**config.mk**
```make
export PLATFORM = sky130hd
export DESIGN_NAME = ste_core
export DESIGN_NICKNAME = d
export VERILOG_FILES = /design/src/core/ste_pkg.sv /design/src/core/ste_core.sv
export VERILOG_INCLUDE_DIRS = /design/src /design/src/core
export SDC_FILE = /design/constraint.sdc
export NUM_CORES = 1
export LEC_CHECK = 0
export ABC_AREA = 1
export BUFFER_PORTS_ARGS = -buffer_cell sky130_fd_sc_hd__buf_2
export CAP_MARGIN = 20
export CORE_MARGIN = 1
export CORE_UTILIZATION = 55
export DETAILED_ROUTE_END_ITERATION = 7
export PLACE_DENSITY = 0.74
export SYNTH_ARGS = -nofsm -noshare
export SYNTH_HDL_FRONTEND = slang
export SYNTH_SLANG_ARGS = --single-unit
```
**constraint.sdc**
```tcl
create_clock -name pclk -period 4.11 [get_ports pclk]
set_clock_uncertainty 0.05 [all_clocks]
set_input_delay 0.822 -clock pclk [delete_from_list [all_inputs] [get_ports pclk]]
set_output_delay 0.822 -clock pclk [all_outputs]
set_load 0.05 [all_outputs]
```
**src/core/ste_consts.svh**
```systemverilog
// Register map, field positions, reset values and counts of the serial channel
`ifndef STE_CONSTS_SVH
`define STE_CONSTS_SVH
`define STE_A_CTRL   8'h00
`define STE_A_TXD    8'h04
`define STE_A_STAT   8'h08
`define STE_A_IRQ    8'h0C
`define STE_A_MASK   8'h10
`define STE_A_RXD    8'h14
`define STE_C_TXE    0
`define STE_C_RXE    1
`define STE_C_SM     3:2
`define STE_C_DBUF   4
`define STE_C_FIFO   5
`define STE_C_CKOUT  6
`define STE_C_EDGE   7
`define STE_C_FIS    8
`define STE_C_THR    10:9
`define STE_C_PEN    11
`define STE_C_LEN    13:12
`define STE_C_SRST   15:14
`define STE_C_IDLE   16
`define STE_C_ODD    17
`define STE_CTRL_W   18
`define STE_CTRL_RST 18'h00000
`define STE_MASK_RST 5'h00
`define STE_SM_IO    2'h0
`define STE_LEN7     2'h0
`define STE_LEN9     2'h2
`define STE_SR_ARM   2'h2
`define STE_SR_GO    2'h1
`define STE_I_TX     0
`define STE_I_OVR    1
`define STE_I_PUN    2
`define STE_I_FRM    3
`define STE_I_RX     4
`define STE_IRQ_W    5
`define STE_IO_BITS  4'h8
`define STE_IO_LAST  4'h7
`endif

```
**src/core/ste_pkg.sv**
```systemverilog
// Shared types of the serial channel
package ste_pkg;
  typedef enum logic [2:0] {
    ste_rx_idle  = 3'h0,
    ste_rx_start = 3'h1,
    ste_rx_data  = 3'h2,
    ste_rx_par   = 3'h3,
    ste_rx_stop  = 3'h4
  } ste_rx_state_type;
endpackage

```
**src/core/ste_core.sv**
```systemverilog
// Serial channel with transmit interrupt and error timing, APB registers
// How it works
// - Async single buffer: transmit interrupt just before the stop bit starts
// - Clocked single buffer: interrupt right after the last selected clock edge
// - Async double buffer: interrupt when buffer word moves into shifter
// - Double buffer, enabled and shifter empty: written word moves straight in, interrupting
// - FIFO, select 0: interrupt when level equals threshold, on pop or write
// - FIFO, select 1: interrupt when level below threshold, on write only
// - Async: framing and overrun flagged at middle of stop bit
// - Parity judged mid parity bit, flagged mid stop bit; none for 9 bits
// - Clocked mode: overrun flagged right after last selected edge of word
// - Clocked mode: underrun flagged on next selected edge with no word ready
// - Own clock output: overrun and underrun are never raised
// - Soft reset clears enables, buffer, running, error flags; engines idle
// - Mode field 00 selects clocked I/O mode
// - Clocked mode either drives the serial clock or takes it from outside
// - Clock out, single buffer: each write starts clock and shifting
// - Clock out, double buffer: move on write-when-empty or word end, interrupt
// - Clock out, double buffer, nothing queued at word end: clock stops quietly
`include "ste_consts.svh"
module ste_core
  import ste_pkg::*;
#(
  parameter int BIT_CYCLES = 16,
  parameter int SCK_HALF   = 8,
  parameter int FIFO_DEPTH = 4
) (
  input  wire logic        pclk,
  input  wire logic        presetn,
  input  wire logic        psel,
  input  wire logic        penable,
  input  wire logic        pwrite,
  input  wire logic [7:0]  paddr,
  input  wire logic [31:0] pwdata,
  output logic      [31:0] prdata,
  output logic             pready,
  output logic             pslverr,
  input  wire logic        serial_clock_pin_i,
  output logic             serial_clock_pin_o,
  output logic             serial_clock_pin_oe,
  output logic             transmit_line_pin,
  input  wire logic        receive_line_pin,
  output logic             transmit_interrupt
);
  localparam int BW = $clog2(BIT_CYCLES + 1);
  localparam int HW = $clog2(SCK_HALF + 1);
  localparam int PW = $clog2(FIFO_DEPTH);

  if (BIT_CYCLES < 4 || SCK_HALF < 2 || FIFO_DEPTH < 2 || FIFO_DEPTH > 4 ||
      (FIFO_DEPTH & (FIFO_DEPTH - 1)) != 0) begin : g_chk
    $error("ste_core: unsupported parameter value");
  end

  function automatic logic is_map(input logic [7:0] a);
    return a == `STE_A_CTRL || a == `STE_A_TXD || a == `STE_A_STAT ||
           a == `STE_A_IRQ || a == `STE_A_MASK || a == `STE_A_RXD;
  endfunction

  function automatic logic par_of(input logic [8:0] d, input logic [1:0] len,
                                  input logic odd);
    return (len == `STE_LEN7) ? (odd ^ (^d[6:0])) : (odd ^ (^d[7:0]));
  endfunction

  logic [`STE_CTRL_W-1:0]  ctrl_r;
  logic [`STE_IRQ_W-1:0]   mask_r;
  logic [`STE_IRQ_W-1:0]   ist_r;
  logic [`STE_IRQ_W-1:0]   ev;
  logic [31:0]             prdata_r;
  logic                    sr_arm_r;
  logic                    ck_s1_r;
  logic                    ck_s2_r;
  logic                    rx_s1_r;
  logic                    rx_s2_r;
  logic                    sck_d_r;
  logic                    sck_o_r;
  logic [HW-1:0]           half_r;
  logic [8:0]              fifo_r [FIFO_DEPTH];
  logic [PW-1:0]           wp_r;
  logic [PW-1:0]           rp_r;
  logic [2:0]              lvl_r;
  logic [2:0]              lvl_nxt;
  logic [8:0]              buf_r;
  logic                    buf_full_r;
  logic [11:0]             sh_r;
  logic [3:0]              cnt_r;
  logic [BW-1:0]           bt_r;
  logic                    tx_run_r;
  logic                    smp_r;
  ste_rx_state_type        st_r;
  logic [BW-1:0]           rc_r;
  logic [3:0]              ri_r;
  logic [8:0]              rsh_r;
  logic [8:0]              rxb_r;
  logic                    rx_full_r;
  logic                    parity_underrun_error_flag_pend_r;
  logic                    ovr_r;
  logic                    pun_r;
  logic                    frm_r;
  logic                    wr_en;
  logic                    rd_en;
  logic                    ctrl_wr;
  logic                    txd_wr;
  logic                    stat_rd;
  logic                    irq_rd;
  logic                    rxd_rd;
  logic                    srst;
  logic                    io;
  logic                    txe;
  logic                    receive_enable_bit;
  logic                    dbuf;
  logic                    fifo;
  logic                    ckout;
  logic                    edge_sel;
  logic                    pe;
  logic [1:0]              len;
  logic [3:0]              dbits;
  logic [2:0]              thr;
  logic                    sck;
  logic                    act;
  logic                    inact;
  logic                    rxs;
  logic                    f_push;
  logic                    f_pop;
  logic                    ld;
  logic                    u_stop;
  logic                    io_last;
  logic                    tx_ev;
  logic                    fifo_ev;
  logic                    u_mid;
  logic                    io_rx_last;
  logic                    rx_word;
  logic                    rx_acc;
  logic                    ovr_ev;
  logic                    pun_ev;
  logic                    frm_ev;
  logic [8:0]              rx_val;
  logic [11:0]             frame;
  logic [BW-1:0]           bit_full;
  logic [BW-1:0]           bit_half;

  // APB decode, zero wait states
  assign wr_en   = psel & penable & pwrite;
  assign rd_en   = psel & penable & ~pwrite;
  assign pready  = 1'b1;
  assign pslverr = psel & penable & ~is_map(paddr);
  assign prdata  = prdata_r;
  assign ctrl_wr = wr_en & (paddr == `STE_A_CTRL);
  assign txd_wr  = wr_en & (paddr == `STE_A_TXD);
  assign stat_rd = rd_en & (paddr == `STE_A_STAT);
  assign irq_rd  = rd_en & (paddr == `STE_A_IRQ);
  assign rxd_rd  = rd_en & (paddr == `STE_A_RXD);

  // Control fields
  assign io       = ctrl_r[`STE_C_SM] == `STE_SM_IO;
  assign txe      = ctrl_r[`STE_C_TXE];
  assign receive_enable_bit      = ctrl_r[`STE_C_RXE];
  assign dbuf     = ctrl_r[`STE_C_DBUF];
  assign fifo     = ctrl_r[`STE_C_FIFO];
  assign ckout    = ctrl_r[`STE_C_CKOUT];
  assign edge_sel = ctrl_r[`STE_C_EDGE];
  assign len      = ctrl_r[`STE_C_LEN];
  assign pe       = ctrl_r[`STE_C_PEN] & (len != `STE_LEN9);
  assign thr      = {1'b0, ctrl_r[`STE_C_THR]};
  assign dbits    = (len == `STE_LEN7) ? 4'h7 : (len == `STE_LEN9) ? 4'h9 : 4'h8;
  assign bit_full = BW'(BIT_CYCLES - 1);
  assign bit_half = BW'(BIT_CYCLES / 2 - 1);

  // Soft reset only on the ordered pair of writes
  assign srst = ctrl_wr & sr_arm_r & (pwdata[`STE_C_SRST] == `STE_SR_GO);

  always_ff @(posedge pclk or negedge presetn) begin
    if (!presetn) begin
      ctrl_r   <= `STE_CTRL_RST;
      sr_arm_r <= 1'b0;
    end else if (ctrl_wr) begin
      ctrl_r   <= pwdata[`STE_CTRL_W-1:0];
      sr_arm_r <= pwdata[`STE_C_SRST] == `STE_SR_ARM;
      if (srst) begin
        ctrl_r[`STE_C_TXE] <= 1'b0;
        ctrl_r[`STE_C_RXE] <= 1'b0;
      end
    end
  end

  // Pin synchronisers
  always_ff @(posedge pclk or negedge presetn) begin
    if (!presetn) begin
      ck_s1_r <= 1'b0;
      ck_s2_r <= 1'b0;
      rx_s1_r <= 1'b1;
      rx_s2_r <= 1'b1;
    end else begin
      ck_s1_r <= serial_clock_pin_i;
      ck_s2_r <= ck_s1_r;
      rx_s1_r <= receive_line_pin;
      rx_s2_r <= rx_s1_r;
    end
  end

  // Serial clock source and edge detect
  assign sck   = ckout ? sck_o_r : ck_s2_r;
  assign act   = (sck != sck_d_r) & (sck == edge_sel);
  assign inact = (sck != sck_d_r) & (sck != edge_sel);
  assign rxs   = rx_s2_r;

  always_ff @(posedge pclk or negedge presetn) begin
    if (!presetn) begin
      sck_d_r <= 1'b0;
    end else begin
      sck_d_r <= sck;
    end
  end

  // Clock generator: runs while a word shifts, then parks at idle level
  always_ff @(posedge pclk or negedge presetn) begin
    if (!presetn) begin
      sck_o_r <= 1'b0;
      half_r  <= '0;
    end else if (io && ckout && (tx_run_r || sck_o_r == edge_sel)) begin
      if (half_r == HW'(SCK_HALF - 1)) begin
        half_r  <= '0;
        sck_o_r <= ~sck_o_r;
      end else begin
        half_r <= half_r + HW'(1);
      end
    end else begin
      half_r  <= '0;
      sck_o_r <= ~edge_sel;
    end
  end

  assign serial_clock_pin_o  = sck_o_r;
  assign serial_clock_pin_oe = io & ckout;

  // Transmit FIFO
  assign f_push  = fifo & txd_wr & (lvl_r != 3'(FIFO_DEPTH));
  assign f_pop   = fifo & (lvl_r != 3'h0) & ~buf_full_r;
  assign lvl_nxt = lvl_r + 3'(f_push) - 3'(f_pop);

  always_ff @(posedge pclk or negedge presetn) begin
    if (!presetn) begin
      wp_r  <= '0;
      rp_r  <= '0;
      lvl_r <= 3'h0;
    end else begin
      if (f_push) begin
        fifo_r[wp_r] <= pwdata[8:0];
        wp_r         <= wp_r + PW'(1);
      end
      if (f_pop) begin
        rp_r <= rp_r + PW'(1);
      end
      lvl_r <= lvl_nxt;
    end
  end

  // Transmit buffer
  assign ld = buf_full_r & txe & ~tx_run_r;

  always_ff @(posedge pclk or negedge presetn) begin
    if (!presetn) begin
      buf_r      <= 9'h000;
      buf_full_r <= 1'b0;
    end else if (srst) begin
      buf_full_r <= 1'b0;
    end else if (ld) begin
      buf_full_r <= 1'b0;
    end else if (f_pop) begin
      buf_r      <= fifo_r[rp_r];
      buf_full_r <= 1'b1;
    end else if (txd_wr && !fifo && !buf_full_r) begin
      buf_r      <= pwdata[8:0];
      buf_full_r <= 1'b1;
    end
  end

  // Async frame: start, data, optional parity, stop, idle ones above
  always_comb begin
    frame = 12'hFFF;
    frame[0] = 1'b0;
    if (len == `STE_LEN7) begin
      frame[7:1] = buf_r[6:0];
      if (pe) frame[8] = par_of(buf_r, len, ctrl_r[`STE_C_ODD]);
    end else if (len == `STE_LEN9) begin
      frame[9:1] = buf_r;
    end else begin
      frame[8:1] = buf_r[7:0];
      if (pe) frame[9] = par_of(buf_r, len, ctrl_r[`STE_C_ODD]);
    end
  end

  // Transmit shifter
  assign u_stop  = tx_run_r & ~io & (bt_r == '0) & (cnt_r == 4'h2);
  assign io_last = tx_run_r & io & act & (cnt_r == 4'h1);

  always_ff @(posedge pclk or negedge presetn) begin
    if (!presetn) begin
      sh_r     <= 12'hFFF;
      cnt_r    <= 4'h0;
      bt_r     <= '0;
      tx_run_r <= 1'b0;
      smp_r    <= 1'b0;
    end else if (srst) begin
      tx_run_r <= 1'b0;
      cnt_r    <= 4'h0;
      smp_r    <= 1'b0;
    end else if (ld) begin
      tx_run_r <= 1'b1;
      smp_r    <= 1'b0;
      bt_r     <= bit_full;
      if (io) begin
        sh_r  <= {4'hF, buf_r[7:0]};
        cnt_r <= `STE_IO_BITS;
      end else begin
        sh_r  <= frame;
        cnt_r <= dbits + 4'h2 + 4'(pe);
      end
    end else if (tx_run_r && io) begin
      if (act) begin
        smp_r <= 1'b1;
        cnt_r <= cnt_r - 4'h1;
        if (cnt_r == 4'h1) tx_run_r <= 1'b0;
      end else if (inact && smp_r) begin
        smp_r <= 1'b0;
        sh_r  <= {1'b1, sh_r[11:1]};
      end
    end else if (tx_run_r) begin
      if (bt_r == '0) begin
        bt_r  <= bit_full;
        sh_r  <= {1'b1, sh_r[11:1]};
        cnt_r <= cnt_r - 4'h1;
        if (cnt_r == 4'h1) tx_run_r <= 1'b0;
      end else begin
        bt_r <= bt_r - BW'(1);
      end
    end
  end

  assign transmit_line_pin = tx_run_r ? sh_r[0] : (io ? ctrl_r[`STE_C_IDLE] : 1'b1);

  // Transmit interrupt source by buffering
  assign fifo_ev = ctrl_r[`STE_C_FIS] ? (f_push & (lvl_nxt < thr))
                                      : ((f_push | f_pop) & (lvl_nxt == thr));
  assign tx_ev = fifo ? fifo_ev
               : dbuf ? ld
               : (u_stop | io_last);

  // Receiver: clocked shift-in in I/O mode, async frame states otherwise
  always_ff @(posedge pclk or negedge presetn) begin
    if (!presetn) begin
      st_r        <= ste_rx_idle;
      rc_r        <= '0;
      ri_r        <= 4'h0;
      rsh_r       <= 9'h000;
      parity_underrun_error_flag_pend_r <= 1'b0;
    end else if (srst) begin
      st_r <= ste_rx_idle;
      ri_r <= 4'h0;
    end else if (io) begin
      st_r <= ste_rx_idle;
      if (receive_enable_bit && act) begin
        rsh_r[ri_r] <= rxs;
        ri_r        <= (ri_r == `STE_IO_LAST) ? 4'h0 : ri_r + 4'h1;
      end
    end else begin
      case (st_r)
        ste_rx_idle: begin
          if (receive_enable_bit && !rxs) begin
            st_r        <= ste_rx_start;
            rc_r        <= bit_half;
            ri_r        <= 4'h0;
            parity_underrun_error_flag_pend_r <= 1'b0;
          end
        end
        ste_rx_start: begin
          if (rc_r == '0) begin
            st_r <= rxs ? ste_rx_idle : ste_rx_data;
            rc_r <= bit_full;
          end else begin
            rc_r <= rc_r - BW'(1);
          end
        end
        ste_rx_data: begin
          if (rc_r == '0) begin
            rsh_r[ri_r] <= rxs;
            ri_r        <= ri_r + 4'h1;
            rc_r        <= bit_full;
            if (ri_r == dbits - 4'h1) st_r <= pe ? ste_rx_par : ste_rx_stop;
          end else begin
            rc_r <= rc_r - BW'(1);
          end
        end
        ste_rx_par: begin
          if (rc_r == '0) begin
            parity_underrun_error_flag_pend_r <= rxs != par_of(rsh_r, len, ctrl_r[`STE_C_ODD]);
            st_r        <= ste_rx_stop;
            rc_r        <= bit_full;
          end else begin
            rc_r <= rc_r - BW'(1);
          end
        end
        ste_rx_stop: begin
          if (rc_r == '0) begin
            st_r <= ste_rx_idle;
          end else begin
            rc_r <= rc_r - BW'(1);
          end
        end
        default: st_r <= ste_rx_idle;
      endcase
    end
  end

  // Word completion and error events
  assign u_mid      = ~io & (st_r == ste_rx_stop) & (rc_r == '0);
  assign io_rx_last = io & receive_enable_bit & act & (ri_r == `STE_IO_LAST);
  assign rx_word    = u_mid | io_rx_last;
  assign rx_acc     = rx_word & (~rx_full_r | rxd_rd);
  assign rx_val     = io ? {1'b0, rxs, rsh_r[6:0]} : rsh_r;
  assign ovr_ev     = rx_word & rx_full_r & ~rxd_rd & ~(io & ckout);
  assign frm_ev     = u_mid & ~rxs;
  assign pun_ev     = (u_mid & parity_underrun_error_flag_pend_r)
                    | (io & ~ckout & txe & act & ~tx_run_r & ~buf_full_r);

  always_ff @(posedge pclk or negedge presetn) begin
    if (!presetn) begin
      rxb_r     <= 9'h000;
      rx_full_r <= 1'b0;
    end else if (srst) begin
      rx_full_r <= 1'b0;
    end else if (rx_acc) begin
      rxb_r     <= rx_val;
      rx_full_r <= 1'b1;
    end else if (rxd_rd) begin
      rx_full_r <= 1'b0;
    end
  end

  // Error flags: event wins over any clear
  always_ff @(posedge pclk or negedge presetn) begin
    if (!presetn) begin
      ovr_r <= 1'b0;
      pun_r <= 1'b0;
      frm_r <= 1'b0;
    end else begin
      ovr_r <= ovr_ev | (ovr_r & ~stat_rd & ~srst);
      pun_r <= pun_ev | (pun_r & ~stat_rd & ~srst);
      frm_r <= frm_ev | (frm_r & ~stat_rd & ~srst);
    end
  end

  // Interrupt status, mask and output
  assign ev = {rx_acc, frm_ev, pun_ev, ovr_ev, tx_ev};

  always_ff @(posedge pclk or negedge presetn) begin
    if (!presetn) begin
      ist_r  <= '0;
      mask_r <= `STE_MASK_RST;
    end else begin
      ist_r <= ev | (ist_r & ~{`STE_IRQ_W{irq_rd}});
      if (wr_en && paddr == `STE_A_MASK) mask_r <= pwdata[`STE_IRQ_W-1:0];
    end
  end

  assign transmit_interrupt = |(ist_r & mask_r);

  // Read data captured in the setup cycle
  always_ff @(posedge pclk or negedge presetn) begin
    if (!presetn) begin
      prdata_r <= 32'h0000_0000;
    end else if (psel && !penable && !pwrite) begin
      case (paddr)
        `STE_A_CTRL: prdata_r <= {14'h0000, ctrl_r};
        `STE_A_STAT: prdata_r <= {23'h000000, lvl_r, frm_r, pun_r, ovr_r,
                                  tx_run_r, rx_full_r, ~buf_full_r};
        `STE_A_IRQ:  prdata_r <= {27'h0000000, ist_r};
        `STE_A_MASK: prdata_r <= {27'h0000000, mask_r};
        `STE_A_RXD:  prdata_r <= {23'h000000, rxb_r};
        default:     prdata_r <= 32'h0000_0000;
      endcase
    end
  end
endmodule

```
# Word level (Yosys, flattened, before mapping)
# Memory sizes are Yosys's and may differ from the RTL's.
# Cells that the tools add are included.
# word_totals
reg_bits	146
ramBits	36
output_inout_bits	38
elab_cells	331
mem_count	1
# classes
n_addsub	12
n_lt_le_gt_ge	3
eq_ne	42
muxes	95
bitwise	82
n_reduce_logical	64
# mem_list
name	depth	width	read_ports	rd_ports_with_merged_regs	wr	line	rtl
fifo_r	4	9	1	0	1	ste_core.sv:77	logic [8:0] fifo_r [FIFO_DEPTH];
# op_table
operator	n
18-bit one-hot mux with 5 select lines	1
12-bit two-way mux	6
9-bit two-way mux	8
4-bit two-way mux	16
1-bit bitwise AND	51
1-bit two-way mux	38
5-bit two-way mux	7
4-bit != test (second input constant)	8
3-bit two-way mux	9
4-bit nonzero test	5
3-bit nonzero test	6
8-bit by 4-bit equality test with 1-bit output (second input constant)	2
8-bit by 5-bit equality test with 1-bit output (second input constant)	2
8-bit parity	2
1-bit inverter	15
3-bit one-hot mux with 5 select lines	1
5-bit one-hot mux with 3 select lines	1
5-bit AND reduction	3
7-bit parity	2
1-bit logical AND	13
5-bit bitwise AND	2
5-bit logical NOT	2
10-bit two-way mux	1
2-bit != test (second input constant)	5
other kinds (49)	92

# Logic depth before layout (Yosys ltp)
# logic_depth
word_depth	12
depth_mapped	19

# Worst setup path after synthesis
# No wires, ideal clock.
# synth_path
kind	input to output
startpoint	in paddr[5]
endpoint	out pslverr
arrival_time_ps	2605
path_slack_ps	633
stages	4
path_buffers	0
cell_sequence	nor2_1 nand2_2 nor2_1 nor4_1
# synth_between
elab_chain_len	8
elab_cells_between_ends	13
classes_between	5 x eq/ne; 2 x bitwise; 6 x reduce/logical
# synth_rtl
element	line	rtl
start, declared	ste_core.sv:33	input wire logic [7:0] paddr,
8-bit by 3-bit equality test with 1-bit output (no source line) / 8-bit logical NOT (equally long branches)	--	
1-bit logical OR (no source line) (4 in a row)	--	
1-bit logical OR (no source line) (*)	--	
1-bit inverter (*)	ste_core.sv:145	assign pslverr = psel & penable & ~is_map(paddr);
1-bit bitwise AND (*)	ste_core.sv:145	
end, declared	ste_core.sv:37	output logic pslverr,
# Mark *: on every way between the ends. The rest lies on a longest branch, timed or not.

# Worst setup path in the final report
# layout_path
startpoint	in paddr[1]
endpoint	reg ist_r[0]
# layout_between
elab_chain_len	11
elab_cells_between_ends	18
classes_between	2 x add/sub; 1 x order compare; 3 x eq/ne; 2 x mux; 10 x bitwise
# layout_rtl
element	line	rtl
8-bit by 3-bit equality test with 1-bit output (no source line) (*)	--	
1-bit bitwise AND (*)	ste_core.sv:148	assign txd_wr = wr_en & (paddr == `STE_A_TXD);
1-bit bitwise AND (*) (2 in a row)	ste_core.sv:236	assign f_push = fifo & txd_wr & (lvl_r != 3'(FIFO_DEPTH));
3-bit by 1-bit adder with 3-bit output (*)	ste_core.sv:238	assign lvl_nxt = lvl_r + 3'(f_push) - 3'(f_pop);
3-bit by 1-bit subtractor with 3-bit output (*)	ste_core.sv:238	
net lvl_nxt[1]	ste_core.sv:81	logic [2:0] lvl_nxt;
3-bit by 2-bit < comparator with 1-bit output / 3-bit by 2-bit equality test with 1-bit output (equally long branches)	ste_core.sv:342, ste_core.sv:343	
1-bit bitwise AND, on equally long branches	ste_core.sv:342, ste_core.sv:343	
1-bit two-way mux (*)	ste_core.sv:342	assign fifo_ev = ctrl_r[`STE_C_FIS] ? (f_push & (lvl_nxt < thr))
1-bit two-way mux (*)	ste_core.sv:344	assign tx_ev = fifo ? fifo_ev
5-bit bitwise OR (*)	ste_core.sv:460	ist_r <= ev | (ist_r & ~{`STE_IRQ_W{irq_rd}});
end signal, assigned	ste_core.sv:460	
end, declared	ste_core.sv:66	logic [`STE_IRQ_W-1:0] ist_r;
# The timed path passes the listed nets; every way through them passes the cells marked *.
# A chain may end at the register's enable or synchronous reset.

==> results.json <==
{
  "clkTransAtPathRegs_ns": 0.07,
  "nets": 1152,
  "yosys.cell_count.top_type": "nand2_1",
  "clock_latency_ns": 0.43,
  "synth_cell_types": 54,
  "holdCritPathClass": "in2async",
  "area_delta_synth_final_pct": 11.5,
  "max-cap-violations": 0,
  "grt_start_max_net_pins": 68,
  "cts.path.max_buffers": 2,
  "synth_cells": 1027,
  "cts_buffers": 17,
  "die_width_um": 128,
  "wire_per_inst_um": 15.2,
  "ios": 85,
  "htreeDepth": 4,
  "grt_use_total_pct": 25.7,
  "root_buffer": "clkbuf_16",
  "synth_top_cell_by_area": "dfrtp_1",
  "ctsResizeCount": 0,
  "port_buffers": 55,
  "fp.coreArea_sq_um": 15300,
  "place_congestion": 0.900,
  "crit_path_end_kind": "flop",
  "place_hpwl_mm": 14.3,
  "antenna_found_initial": 0,
  "power_leakage_uw": 0.00470,
  "cts_sinks": 166,
  "reg2reg_from": "lvl_r[1]",
  "cts_tree": "built",
  "antenna_cells": 0,
  "synth-seq-cells": 166,
  "setup_viol": 0,
  "drive_above_1_share_pct": 14.2,
  "postRouteAntennaNets": 0,
  "power_frac_comb_pct": 28.6,
  "overflow": 0,
  "status": "finished, final reports clean",
  "worstSetupStartpointType": "primary input",
  "tns_ns": 0,
  "drt_iter0_drc": 576,
  "grt_pass1_vias": 6328,
  "p_sw_share_pct": 36.5,
  "crit_top_cell": "inv_1",
  "initial_utilization_pct": 56.7,
  "seq_area_frac_synth_pct": 50.1,
  "crit_slowest_cell": "fa_1",
  "arrival_ns": 3.64,
  "p_int_uw": 3330,
  "synth_area_per_cell_sq_um": 8.45,
  "slew-limit-headroom_pct": 42.9,
  "cp_slowest_stage_delay_ns": 0.47,
  "cp_cell_sequence": "buf_2 -> nor2_4 -> inv_1 -> nor3_2 -> nand2_1 -> nor2_1 -> nand2_1 -> ha_1 -> inv_1 -> ha_1 -> inv_1 -> fa_1 -> inv_1 -> ha_1 -> inv_1 -> nor2_1 -> o21ai_0 -> nor2_1 -> nand2_1 -> nand3_1",
  "synth_ff_type": "dfrtp_1",
  "layout_min_cycle_time_ns": 3.38,
  "fin_crit_sh_pct": 82.3,
  "timing.fmax_mhz": 296,
  "drt-total-wl_mm": 19.8,
  "report.final.slew_viol_count": 0,
  "die_y_um": 128,
  "stdcell_count": 1307,
  "synthTopCellsByCount": "nand2_1, dfrtp_1, inv_1",
  "cts_hold_buf": 0,
  "vdd_ir_drop_max_v": 0.000332,
  "die-area_sq_um": 16300,
  "worst_slew_pin_slew_ns": 0.853,
  "synth_area_leaders": "dfrtp_1, edfxtp_1, nand2_1",
  "placement_rows": 45,
  "synth_warnings": 0,
  "first_pass_iters": 6,
  "critPathKind": "in2reg",
  "ys_async_sr_fraction_pct": 78.3,
  "grt_first_pass_wirelength_mm": 32.3,
  "synth_area_sq_um": 8680,
  "vias": 7030,
  "dp.cells": 1275,
  "p_sw_uw": 1910,
  "cts_setup_buffers": 0,
  "rsz0062_at_grt": "false",
  "hold_viol_final": 0,
  "p_clk_share_pct": 29.5,
  "drc_errors": 0,
  "p_per_area_nw_per_um2": 542,
  "synth_edf_count": 36,
  "synth.top_cell.area_share_pct": 34.0,
  "startpoint": "paddr[1]",
  "worst-path-max-fanout": 3,
  "seqPwrFrac_pct": 41.9,
  "vias_per_cell": 5.38,
  "worstPathRequired_ns": 4.37
}
## power by group through the flow
stage / combinational (uW) / sequential, uW / clock (uW)
4_1_cts: 1510 / 2200 / 1570
6_report: 1500 / 2200 / 1550
3_5_place_dp: 1500 / 2220 / 0
2_1_floorplan: 1190 / 2170 / 0
5_1_grt: 1710 / 2230 / 1640
3_3_place_gp: 1440 / 2220 / 0
## final cells by class
| class | count | area [sq um] |
|---|---|---|
| well taps | 211 | 264 |
| clock inverters | 14 | 143 |
| fillers | 1305 | 5640 |
| clock buffers | 18 | 429 |
| inverters | 125 | 470 |
| multi-input cells | 710 | 3680 |
| flip-flops and latches | 166 | 4350 |
| repair buffers | 63 | 342 |
## per-layer routing
metal  up-vias  GRT usage (%)  wire [um]
met2       229           40.1       9230
met3        31           5.15       1200
li1       3459              -          -
met5         -              0          0
met1      3311           36.1       9020
met4         0           8.72        380
## final timing paths
check / to / slack [ns] / depth (start not counted)
worst max-delay path: ist_r[0] / 0.73 / 20
worst min-delay path: prdata[2] / 0.21 / 1
worst max register to register: ist_r[0] / 1.21 / 16
worst min register to register: ck_s2_r / 0.30 / 0
max in group asynchronous: ri_r[3] / 2.18 / 3
min in group pclk: ck_s2_r / 0.30 / 0
## metrics by stage
stage | hold slack (ns) | worst slack, ns | utilization (%) | power (uW) | instance area [sq um]
after floorplan | 0.281 | 0.633 | - | 3360 | 8730
after global placement | 0.287 | 0.418 | 59.5 | 3660 | 9100
after detailed placement | 0.286 | 0.364 | 59.5 | 3720 | 9100
after CTS | 0.209 | 0.753 | 63.2 | 5270 | 9680
after global routing | 0.216 | 0.605 | 63.2 | 5590 | 9680
final | 0.206 | 0.728 | 63.2 | 5240 | 9680
## worst max-delay path: cells and delay by family
kind            cells  cell delay [ns]
simple gates        9             1.05
buf+inv             6             0.42
compound gates      1             0.15
fa+ha+maj           4             1.18
## cells by family (layout without fill, tap and decap cells)
group           Yosys count  after routing  synth area share [%]
compound gates          185            185                  11.7
buf+inv                 164            220                  8.10
other cells               2             15                0.0865
simple gates            460            460                  23.7
flops                   166            166                  50.1
fa+ha+maj                22             22                  3.26
mux                      12             12                  1.43
xor+xnor                 16             16                  1.61
## cells in the final DEF, fill, tap and decap left out, types with 4 or more instances in the layout
cell,count
a21oi_1,30
buf_2,54
buf_4,8
clkbuf_16,17
clkinv_4,6
conb_1,15
dfrtp_1,118
dfstp_2,12
edfxtp_1,36
ha_1,21
inv_1,115
inv_2,8
mux2i_1,9
nand2_1,271
nand2_2,7
nand3_1,54
nand4_1,15
nor2_1,74
nor2_2,7
nor2_4,5
nor3_1,4
o21ai_0,102
o21ai_1,21
o221ai_1,9
o22ai_1,4
o31ai_1,9
or2_2,4
xnor2_1,8
xor2_1,8
## registers in the layout (all words and copies together) (netlist names), 9 cells and up
register  count
buf_r         9
ctrl_r       18
fifo_r       36
prdata       18
rsh_r         9
rxb_r         9
sh_r         10
(Power assumes the default switching activity.)
